File: src/hdl/wtqw_pkg.sv
//------------------------------------------------------------
// Shared constants and types of the windowed watchdog.
//------------------------------------------------------------
package wtqw_pkg;
   localparam int CLK_NS = 20; // System clock period in ns.
   localparam int STEP_NS = 550000; // Watchdog time step in ns.
   localparam int STEP_CYC = STEP_NS / CLK_NS; // Step length in cycles.
   localparam int PULSE_US = 32; // Deglitch time in us.
   localparam int PULSE_CYC = (PULSE_US * 1000 + CLK_NS - 1) / CLK_NS;
   localparam logic [6:0] WIN1_RESET = 7'h08; // Default first window steps.
   localparam logic [4:0] WIN2_RESET = 5'h07; // Default second window steps.
   localparam logic [2:0] FAIL_INIT = 3'h5; // Fail tally load value.
   localparam logic [2:0] FAIL_MAX = 3'h7; // Fail tally ceiling.
   localparam logic [2:0] FAIL_OUT = 3'h5; // First out-of-range value.
   localparam logic [1:0] ANS_FIRST = 2'h3; // First expected answer index.
   localparam logic [1:0] ANS_LAST = 2'h0; // Final answer index.

   // Operating state of the surrounding device, Gray coded.
   typedef enum logic [1:0] {
      DEV_RESET = 2'b00,
      DEV_DIAG = 2'b01,
      DEV_ACTIVE = 2'b11,
      DEV_SAFE = 2'b10
   } wtqw_dev_e;

   // Window phase of the running sequence.
   typedef enum logic {
      PH_WIN1 = 1'b0,
      PH_WIN2 = 1'b1
   } wtqw_phase_e;

   // One write to the window length registers.
   typedef struct packed {
      logic win1_wr;
      logic win2_wr;
      logic [6:0] first_window_steps;
      logic [4:0] second_steps;
   } wtqw_cfg_s;

   // One answer byte write, already compared against its reference.
   typedef struct packed {
      logic valid;
      logic match;
   } wtqw_ans_s;

   // Status view of the watchdog.
   typedef struct packed {
      logic [2:0] fail_tally;
      logic [1:0] ans_cnt;
      logic answer_err;
      logic sequence_expired_flag;
      logic premature_trigger_flag;
   } wtqw_stat_s;
endpackage : wtqw_pkg

File: src/hdl/wtqw_watchdog.sv
//------------------------------------------------------------
//------------------------------------------------------------
`timescale 1ns/1ps
`default_nettype none
module wtqw_watchdog #(
   parameter int STEP_CYCLES = wtqw_pkg::STEP_CYC
) (
   input wire logic clk, // System clock.
   input wire logic arst_n, // Asynchronous reset, active low.
   input wire wtqw_pkg::wtqw_dev_e dev_state, // Device operating state.
   input wire wtqw_pkg::wtqw_cfg_s cfg, // Window register writes.
   input wire logic config_write_lock_cmd, // Blocks window updates.
   input wire logic qa_wr, // Write of the setup register.
   input wire logic qa_select_bit, // Question mode select value.
   input wire logic fail_reset_allow, // Lets the watchdog force reset.
   input wire logic enable_drive_req, // Software enable request.
   input wire logic error_trigger_input_pin, // Trigger pin.
   input wire logic spi_cs_n_pin, // SPI chip select pin, active low.
   input wire wtqw_pkg::wtqw_ans_s ans, // Answer byte write.
   input wire logic status_clear, // Clears the sticky flags.
   output wtqw_pkg::wtqw_stat_s stat, // Status of the watchdog.
   output logic qa_mode, // High in question mode.
   output logic power_stage_enable_out, // Enable drive output.
   output logic mcu_reset_out // One-cycle reset request.
);
   import wtqw_pkg::*;

   //------------------------------------------------------------
   // Pin synchronisers and trigger deglitch
   //------------------------------------------------------------
   logic [2:0] trig_sync;
   logic [2:0] cs_sync;
   logic trig_lvl;
   logic cs_idle;
   logic [10:0] glitch_cnt;
   logic trig_filt;
   logic trig_fall;
   wire trig_diff = trig_sync[2] == trig_sync[1] && trig_sync[1] != trig_lvl;
   wire glitch_done = glitch_cnt == 11'(PULSE_CYC - 1);
   wire trig_flip = trig_lvl != trig_filt && glitch_done;

   // Three-stage capture; a level counts once stages two and three agree.
   always_ff @(posedge clk or negedge arst_n)
      if (!arst_n)
      begin
         trig_sync <= 3'h0;
         cs_sync <= 3'h7;
         trig_lvl <= 1'b0;
         cs_idle <= 1'b1;
      end
      else
      begin
         trig_sync <= {trig_sync[1:0], error_trigger_input_pin};
         cs_sync <= {cs_sync[1:0], spi_cs_n_pin};
         if (trig_diff)
            trig_lvl <= trig_sync[1];
         if (cs_sync[2] == cs_sync[1])
            cs_idle <= cs_sync[1];
      end

   // The filtered level follows only after a steady pulse time.
   always_ff @(posedge clk or negedge arst_n)
      if (!arst_n)
      begin
         glitch_cnt <= 11'h000;
         trig_filt <= 1'b0;
         trig_fall <= 1'b0;
      end
      else
      begin
         glitch_cnt <= (trig_lvl != trig_filt && !glitch_done) ? glitch_cnt + 11'h001 : 11'h000;
         if (trig_flip)
            trig_filt <= trig_lvl;
         trig_fall <= trig_flip && trig_filt;
      end

   //------------------------------------------------------------
   // Window settings and mode
   //------------------------------------------------------------
   logic [6:0] win1_setting;
   logic [4:0] win2_setting;
   logic [6:0] act_w1;
   logic [4:0] act_w2;
   wtqw_dev_e prev_state;
   logic restart;
   wire run = dev_state != DEV_RESET;
   wire pwr_up = prev_state == DEV_RESET && dev_state == DEV_DIAG;
   wire pwr_dn = prev_state != DEV_RESET && dev_state == DEV_RESET;
   wire activate = prev_state == DEV_DIAG && dev_state == DEV_ACTIVE;
   wire cfg_open = dev_state == DEV_DIAG && !config_write_lock_cmd;
   wire cfg_ev = run && (cfg.win1_wr || cfg.win2_wr);
   wire [6:0] next_w1 = pwr_up ? WIN1_RESET
      : (cfg_open && cfg.win1_wr) ? cfg.first_window_steps : win1_setting;
   wire [4:0] next_w2 = pwr_up ? WIN2_RESET
      : (cfg_open && cfg.win2_wr) ? cfg.second_steps : win2_setting;

   // Settings, mode select and the lengths of the running sequence.
   always_ff @(posedge clk or negedge arst_n)
      if (!arst_n)
      begin
         win1_setting <= WIN1_RESET;
         win2_setting <= WIN2_RESET;
         act_w1 <= WIN1_RESET;
         act_w2 <= WIN2_RESET;
         prev_state <= DEV_RESET;
         qa_mode <= 1'b0;
      end
      else
      begin
         prev_state <= dev_state;
         win1_setting <= next_w1;
         win2_setting <= next_w2;
         if (restart)
         begin
            act_w1 <= next_w1;
            act_w2 <= next_w2;
         end
         if (pwr_up)
            qa_mode <= 1'b0;
         else if (dev_state == DEV_DIAG && qa_wr)
            qa_mode <= qa_select_bit;
      end

   //------------------------------------------------------------
   // Sequence timing in watchdog steps
   //------------------------------------------------------------
   logic [14:0] step_cnt;
   logic [6:0] win_cnt;
   wtqw_phase_e phase;
   wire step_tick = step_cnt == 15'(STEP_CYCLES - 1);
   wire w1_end = step_tick && ({1'b0, win_cnt} + 8'h01 >= {1'b0, act_w1});
   wire w2_end = step_tick && win_cnt == {2'b00, act_w2};

   //------------------------------------------------------------
   // Event decode
   //------------------------------------------------------------
   logic [1:0] ans_cnt;
   logic answer_err;
   wire trig_ev = run && !qa_mode && trig_fall;
   wire ans_ev = run && qa_mode && ans.valid;
   wire qa_last = ans_ev && ans_cnt == ANS_LAST;
   wire err_any = answer_err || !ans.match;
   wire bad = (trig_ev && phase == PH_WIN1)
      || (qa_last && (err_any || phase == PH_WIN1));
   wire good = (trig_ev && phase == PH_WIN2)
      || (qa_last && !err_any && phase == PH_WIN2);
   wire timeout = run && phase == PH_WIN2 && w2_end && !good && !bad;
   assign restart = good || bad || timeout || cfg_ev || pwr_up || pwr_dn;

   // Step counter and window phase; a restart takes effect next cycle.
   always_ff @(posedge clk or negedge arst_n)
      if (!arst_n)
      begin
         step_cnt <= 15'h0000;
         win_cnt <= 7'h00;
         phase <= PH_WIN1;
      end
      else if (restart || !run)
      begin
         step_cnt <= 15'h0000;
         win_cnt <= 7'h00;
         phase <= PH_WIN1;
      end
      else
      begin
         step_cnt <= step_tick ? 15'h0000 : step_cnt + 15'h0001;
         if (phase == PH_WIN1 && w1_end)
         begin
            phase <= PH_WIN2;
            win_cnt <= 7'h00;
         end
         else if (step_tick)
            win_cnt <= win_cnt + 7'h01;
      end

   // Answer byte count and error memory of the current sequence.
   always_ff @(posedge clk or negedge arst_n)
      if (!arst_n)
      begin
         ans_cnt <= ANS_FIRST;
         answer_err <= 1'b0;
      end
      else if (restart)
      begin
         ans_cnt <= ANS_FIRST;
         answer_err <= 1'b0;
      end
      else if (ans_ev)
      begin
         ans_cnt <= ans_cnt - 2'h1;
         answer_err <= err_any;
      end

   //------------------------------------------------------------
   // Fail tally, flags and outputs
   //------------------------------------------------------------
   logic [2:0] fail_tally;
   logic expired;
   logic premature;
   wire inc_ev = bad || timeout || cfg_ev;
   wire [2:0] next_tally = (pwr_up || activate) ? FAIL_INIT
      : inc_ev ? ((fail_tally == FAIL_MAX) ? FAIL_MAX : fail_tally + 3'h1)
      : (good && fail_tally != 3'h0) ? fail_tally - 3'h1 : fail_tally;
   wire rst_hit = fail_reset_allow && fail_tally == FAIL_MAX && (bad || timeout);

   // Tally and sticky flags; a setting event wins over a clear.
   always_ff @(posedge clk or negedge arst_n)
      if (!arst_n)
      begin
         fail_tally <= FAIL_INIT;
         expired <= 1'b0;
         premature <= 1'b0;
      end
      else
      begin
         fail_tally <= next_tally;
         expired <= (timeout && cs_idle) || (expired && !status_clear);
         premature <= (trig_ev && phase == PH_WIN1) || (premature && !status_clear);
      end

   // Enable drive and reset request are registered.
   always_ff @(posedge clk or negedge arst_n)
      if (!arst_n)
      begin
         power_stage_enable_out <= 1'b0;
         mcu_reset_out <= 1'b0;
      end
      else
      begin
         power_stage_enable_out <= enable_drive_req && next_tally < FAIL_OUT;
         mcu_reset_out <= rst_hit;
      end

   assign stat = '{fail_tally: fail_tally, ans_cnt: ans_cnt, answer_err: answer_err,
      sequence_expired_flag: expired, premature_trigger_flag: premature};
endmodule : wtqw_watchdog
`default_nettype wire

File: config.mk
export PLATFORM = sky130hd
export DESIGN_NAME = wtqw_watchdog
export DESIGN_NICKNAME = d
export VERILOG_FILES = /design/src/hdl/wtqw_pkg.sv /design/src/hdl/wtqw_watchdog.sv
export SDC_FILE = /design/constraint.sdc
export NUM_CORES = 1
export LEC_CHECK = 0
export ABC_CLOCK_PERIOD_IN_PS = 3400
export BUFFER_PORTS_ARGS = -buffer_cell sky130_fd_sc_hd__buf_2
export CORE_MARGIN = 3
export CORE_UTILIZATION = 40
export CTS_CLUSTER_SIZE = 30
export DETAILED_ROUTE_END_ITERATION = 12
export PLACE_DENSITY_LB_ADDON = 0.25
export SYNTH_ARGS = -nofsm -noshare
export SYNTH_HDL_FRONTEND = slang
export SYNTH_SLANG_ARGS = --single-unit
File: constraint.sdc
create_clock -name clk -period 3.4 [get_ports clk]
set_clock_uncertainty 0.1 [all_clocks]
set_input_delay 0.17 -clock clk [delete_from_list [all_inputs] [get_ports clk]]
set_output_delay 0.17 -clock clk [all_outputs]
set_load 0.02 [all_outputs]
# [After elaboration in Yosys (flattened, before gate mapping)]
# Cells that the tools add are included.
[word_totals] ff_bits=81 latchBits=0 ramBits=0 romBits=0 input_bits=28 out_inout_bits=11 wordCells=137 n_memories=0
[classes] n_addsub=7 n_mul=0 div_mod_pow=0 order_cmp=2 n_eq_ne=11 shift=0 muxes=22 bitwise_logic=1 n_reduce_logical=71
[ops] op="1-bit logical AND" count=36
[ops] op="7-bit two-way mux" count=5
[ops] op="15-bit two-way mux" count=2
[ops] op="1-bit logical OR" count=16
[ops] op="15-bit by 1-bit adder with 15-bit output (second input constant)" count=1
[ops] op="15-bit == test (second input constant)" count=1
[ops] op="3-bit two-way mux" count=4
[ops] op="11-bit by 1-bit adder with 11-bit output (second input constant)" count=1
[ops] op="11-bit == test (second input constant)" count=1
[ops] op="11-bit two-way mux" count=1
[ops] op="5-bit two-way mux" count=2
[ops] op="2-bit nonzero test" count=5
[ops] op="1-bit logical NOT" count=9
[ops] op="7-bit by 1-bit adder with 8-bit output (second input constant)" count=1
[ops] op="8-bit by 7-bit greater-or-equal comparator with 1-bit output" count=1
[ops] op="7-bit by 1-bit adder with 7-bit output (second input constant)" count=1
[ops] op="7-bit by 5-bit == test with 1-bit output" count=1
[ops] op="2-bit logical NOT" count=3
[ops] op="1-bit two-way mux" count=6
[ops] op="3-bit nonzero test" count=2
[ops] op="2-bit by 1-bit == test with 1-bit output (second input constant)" count=2
[ops] op="2-bit two-way mux" count=2
[ops] op="3-bit by 1-bit adder with 3-bit output (second input constant)" count=1
[ops] op="3-bit == test (second input constant)" count=1
[ops] op="other kinds (7)" count=9

# [Logic depth before layout (Yosys ltp)]
[depth] ltp_word=16 mapped_depth=10 ltp_nobuf=10

# [Worst setup path after synthesis]
# Ideal clock, no wire load.
[synth_path] kind="flip-flop to flip-flop" startpoint="register step_cnt[2]" endpoint="register power_stage_enable_out" setup_time_ns=0.092 arrival_time_ns=2.693 t_required_ns=3.208 setup_slack_ns=0.516 stages_incl_launch_ff=9 path_buffers=2 period_less_slack_ns=2.884 cell_sequence="dfrtp_1 > or4bb_1 > or4_1 > buf_2 > or3_1 > buf_6 > o21ai_4 > mux2_2 > o31ai_2"
[synth_between] elab_chain_cells=11
[synth_rtl] item="start, declared" line_no="wtqw_watchdog.sv:127" source="logic [14:0] step_cnt;"
[synth_rtl] item="start signal, assigned" line_no="wtqw_watchdog.sv:166" source="step_cnt <= step_tick ? 15'h0000 : step_cnt + 15'h0001;"
[synth_rtl] item="15-bit == test" line_no="wtqw_watchdog.sv:130" source="wire step_tick = step_cnt == 15'(STEP_CYCLES - 1);"
[synth_rtl] item="1-bit logical AND" line_no="wtqw_watchdog.sv:132" source="wire w2_end = step_tick && win_cnt == {2'b00, act_w2};"
[synth_rtl] item="1-bit logical AND (3 in series)" line_no="wtqw_watchdog.sv:147" source="wire timeout = run && phase == PH_WIN2 && w2_end && !good && !bad;"
[synth_rtl] item="1-bit logical OR (2 in series)" line_no="wtqw_watchdog.sv:200" source="wire inc_ev = bad || timeout || cfg_ev;"
[synth_rtl] item="3-bit two-way mux" line_no="wtqw_watchdog.sv:202" source=": inc_ev ? ((fail_tally == FAIL_MAX) ? FAIL_MAX : fail_tally + 3'h1)"
[synth_rtl] item="3-bit two-way mux" line_no="wtqw_watchdog.sv:201" source="wire [2:0] next_tally = (pwr_up || activate) ? FAIL_INIT"
[synth_rtl] item="net next_tally[0]" line_no="wtqw_watchdog.sv:201"
[synth_rtl] item="3-bit less-than comparator" line_no="wtqw_watchdog.sv:230" source="power_stage_enable_out <= enable_drive_req && next_tally < FAIL_OUT;"
[synth_rtl] item="1-bit logical AND" line_no="wtqw_watchdog.sv:230"
[synth_rtl] item="end signal, assigned" line_no="wtqw_watchdog.sv:230"
[synth_rtl] item="end, declared" line_no="wtqw_watchdog.sv:23" source="output logic power_stage_enable_out,"
# The timed path passes the listed nets, and every way through them passes these cells.
# A chain may end at the register's enable or synchronous reset.

# [Worst setup path after layout]
# Same ends and word-level chain as after synthesis.

==> results.yml <==
worst_setup_path:
  arrival_ns: 3.14
  critPathMaxFanout: 6
  critical_path_class: "register to register"
  required_ns: 3.56
  cp-end-kind: "register"
  crit_path_start_kind: "register"
logic_synthesis:
  yosys_warnings: 0
  synth_compound_area_frac: 0.0849
  synthArstFlopShare: 1.00
  synthDistinctLibCells: 49
  synth_top_family_by_area: "simple AND/OR/NAND/NOR gates"
  yosys-mux-area-fraction: 0.0445
  ys.flop_type: "dfrtp_1"
  synthXorXnorAreaFrac: 0.0741
  synth_top_area_share: 0.404
  synth_area_sq_um: 4020
  synthCells: 401
  ys_ff_latch: 81
  syn_nets: 443
  synth-simple-area-share: 0.201
  synth_edf_count: 0
  synth.area.top_cells: "dfrtp_1, dfstp_2, ha_1"
  synth_area_leader_cell: "dfrtp_1"
  yosysSeqAreaShare: 0.509
  avgSynthCellArea_sq_um: 10.0
  synthAdderAreaFrac: 0.0485
place:
  hpwl_mm: 5.61
  place_congestion: 0.785
  port_buffers: 38
  placed_cells: 553
clocking:
  cts_made_buffers: 9
  cts-htree-levels: 3
  clock_sinks: 81
  tritoncts: "built"
  root_buffer: "clkbuf_8"
  clk_path_buf_depth: 2
  cts_setup_buffers: 0
  post_cts_resized: 0
  worstSkewPairLatency_ns: 0.35
  clk_pin_slew_worst_paths_ns: 0.08
  cts_hold_buffers: 19
worst_hold_path:
  hp-class: "primary input to register"
timing:
  hold_viol: 0
  fmax_mhz: 335
  setup_tns_ns: 0
  post-route-period-util: 0.878
  max_slew.worst_pin.slew_ns: 1.00
  setup_viol: 0
  rsz0062_at_grt: "no"
  final_max_slew_viol_count: 0
  slew_headroom: 0.333
  period_minus_slack_ns: 2.98
floorplan:
  core_area_sq_um: 9500
  num_io_pins: 39
  fp-row-count: 35
  dieArea_sq_um: 11300
  fp.dieH_um: 106
  start_util: 0.423
  die-width_um: 106
global_route:
  track_usage: 0.155
  gr-usage-met2: 0.243
  grt_max_degree: 82
  antenna_found_initial: 0
  grt_first_pass_wirelength_mm: 14.1
  top_usage_layer: "met2"
  grt_pass1_vias: 2982
  grt_use_met3: 0.0370
  grtUsageMet1: 0.211
  grt_overflow: 0
pwr:
  ir_drop_v: 0.000277
  power.net_switching_mw: 0.621
  powerDensity_nw_per_um2: 513
  combinationalPowerShare: 0.162
  p_int_mw: 1.82
  p_leak_nw: 2.10
  swShare: 0.255
  p_seq_frac: 0.465
  clockPowerShare: 0.373
final_layout:
  syn_to_final_growth_pct: 18.0
  final_common_cell: "dfrtp_1"
  antenna_cells: 0
  nFillCells: 882
  fin_nets: 496
  multiInputGateArea_sq_um: 1820
  fin_cells: 588
  drive_gt1_frac: 0.192
  seq_area_sq_um: 2050
  layout_common_cells: "dfrtp_1, nand2_1, nor2_1"
outcome:
  status: "completed"
routing:
  drt_iter0_drc: 118
  drc: 0
  vias: 2947
  wl_per_cell_um: 13.8
  drtAntennaViolNets: 0
  dr.pass1.iters: 4
  via_per_inst: 5.01
  routed_wl_mm: 8.09
flow_run:
  drv_cap: 0
## critical path: stages (launching register included)
cell and delay, ns:
dfrtp_1 0.44, or4bb_1 0.50, or4_1 0.57, or3_1 0.53, o21ai_4 0.21, mux2_2 0.37
o31ai_2 0.18
## path summary, 6_finish.rpt
path                               from  slack [ns]  cells after the start                endpoint
max in group asynchronous        arst_n        2.12                      2            step_cnt[12]
hold / removal                   cfg[3]        0.02                      3         win2_setting[3]
min in group asynchronous        arst_n        0.42                      2                 qa_mode
setup / recovery            step_cnt[2]        0.42                      6  power_stage_enable_out
hold reg to reg            trig_sync[0]        0.26                      0            trig_sync[1]
setup reg to reg            step_cnt[2]        0.42                      6  power_stage_enable_out
## state kept, by name, indices dropped and copies added (netlist names), 2 cells and up
signal / count
step_cnt: 15
trig_sync: 3
ans_cnt: 2
act_w1: 7
act_w2: 5
glitch_cnt: 11
win_cnt: 7
win1_setting: 7
cs_sync: 3
fail_tally: 3
prev_state: 2
win2_setting: 5
## per-layer routing
metal  part of all wire  wire length, um  vias up
li1                   -                -     1475
met2               0.46             3730       55
met4              0.013              105        0
met5                  0                0        -
met1               0.49             3940     1409
met3              0.039              313        8
## cell usage after synthesis (all sizes together) (10+ instances only)
library cell,n
a21oi,21
clkbuf,10
dfrtp,65
dfstp,16
ha,14
inv,17
mux2,15
nand2,47
nand3,25
nor2,46
xnor2,19
xor2,15
## area by class of cell
cell class              count  share of cell area
clock buffers              11              0.0277
clock inverters             5              0.0272
inverters                  17              0.0134
multi-input cells         287               0.384
flip-flops and latches     81               0.431
well taps                 129              0.0340
repair buffers             58              0.0823
## cells by family (layout without fill, tap and decap cells)
group | after synthesis | after routing
muxes | 16 | 16
and+or+nand+nor | 168 | 168
DFF | 81 | 81
xor gates and xnor gates | 34 | 34
AOI/OAI and AO/OA | 53 | 53
adders and majority gates | 16 | 16
buffers and inverters | 33 | 91
## through the flow
stage | instance area, sq um | setup WS (ns) | hold slack [ns] | total power, mW | utilization
final | 4750 | 0.416 | 0.0168 | 2.44 | 0.499
after detailed placement | 4300 | 0.439 | 0.177 | 1.53 | 0.452
after global routing | 4750 | 0.278 | 0.0213 | 2.58 | 0.499
after CTS | 4750 | 0.397 | 0.0110 | 2.47 | 0.499
after floorplan | 4020 | 0.516 | -0.226 | 1.41 | -
after global placement | 4300 | 0.446 | 0.176 | 1.52 | 0.452
## power groups by stage
stage | registers [mW] | logic [mW] | clock network, mW
after floorplan | 1.17 | 0.244 | 0
after global placement | 1.15 | 0.372 | 0
after detailed placement | 1.15 | 0.381 | 0
after CTS | 1.14 | 0.398 | 0.938
after global routing | 1.15 | 0.446 | 0.987
final | 1.13 | 0.394 | 0.908
No activity file was read; power rests on OpenSTA's default activity.
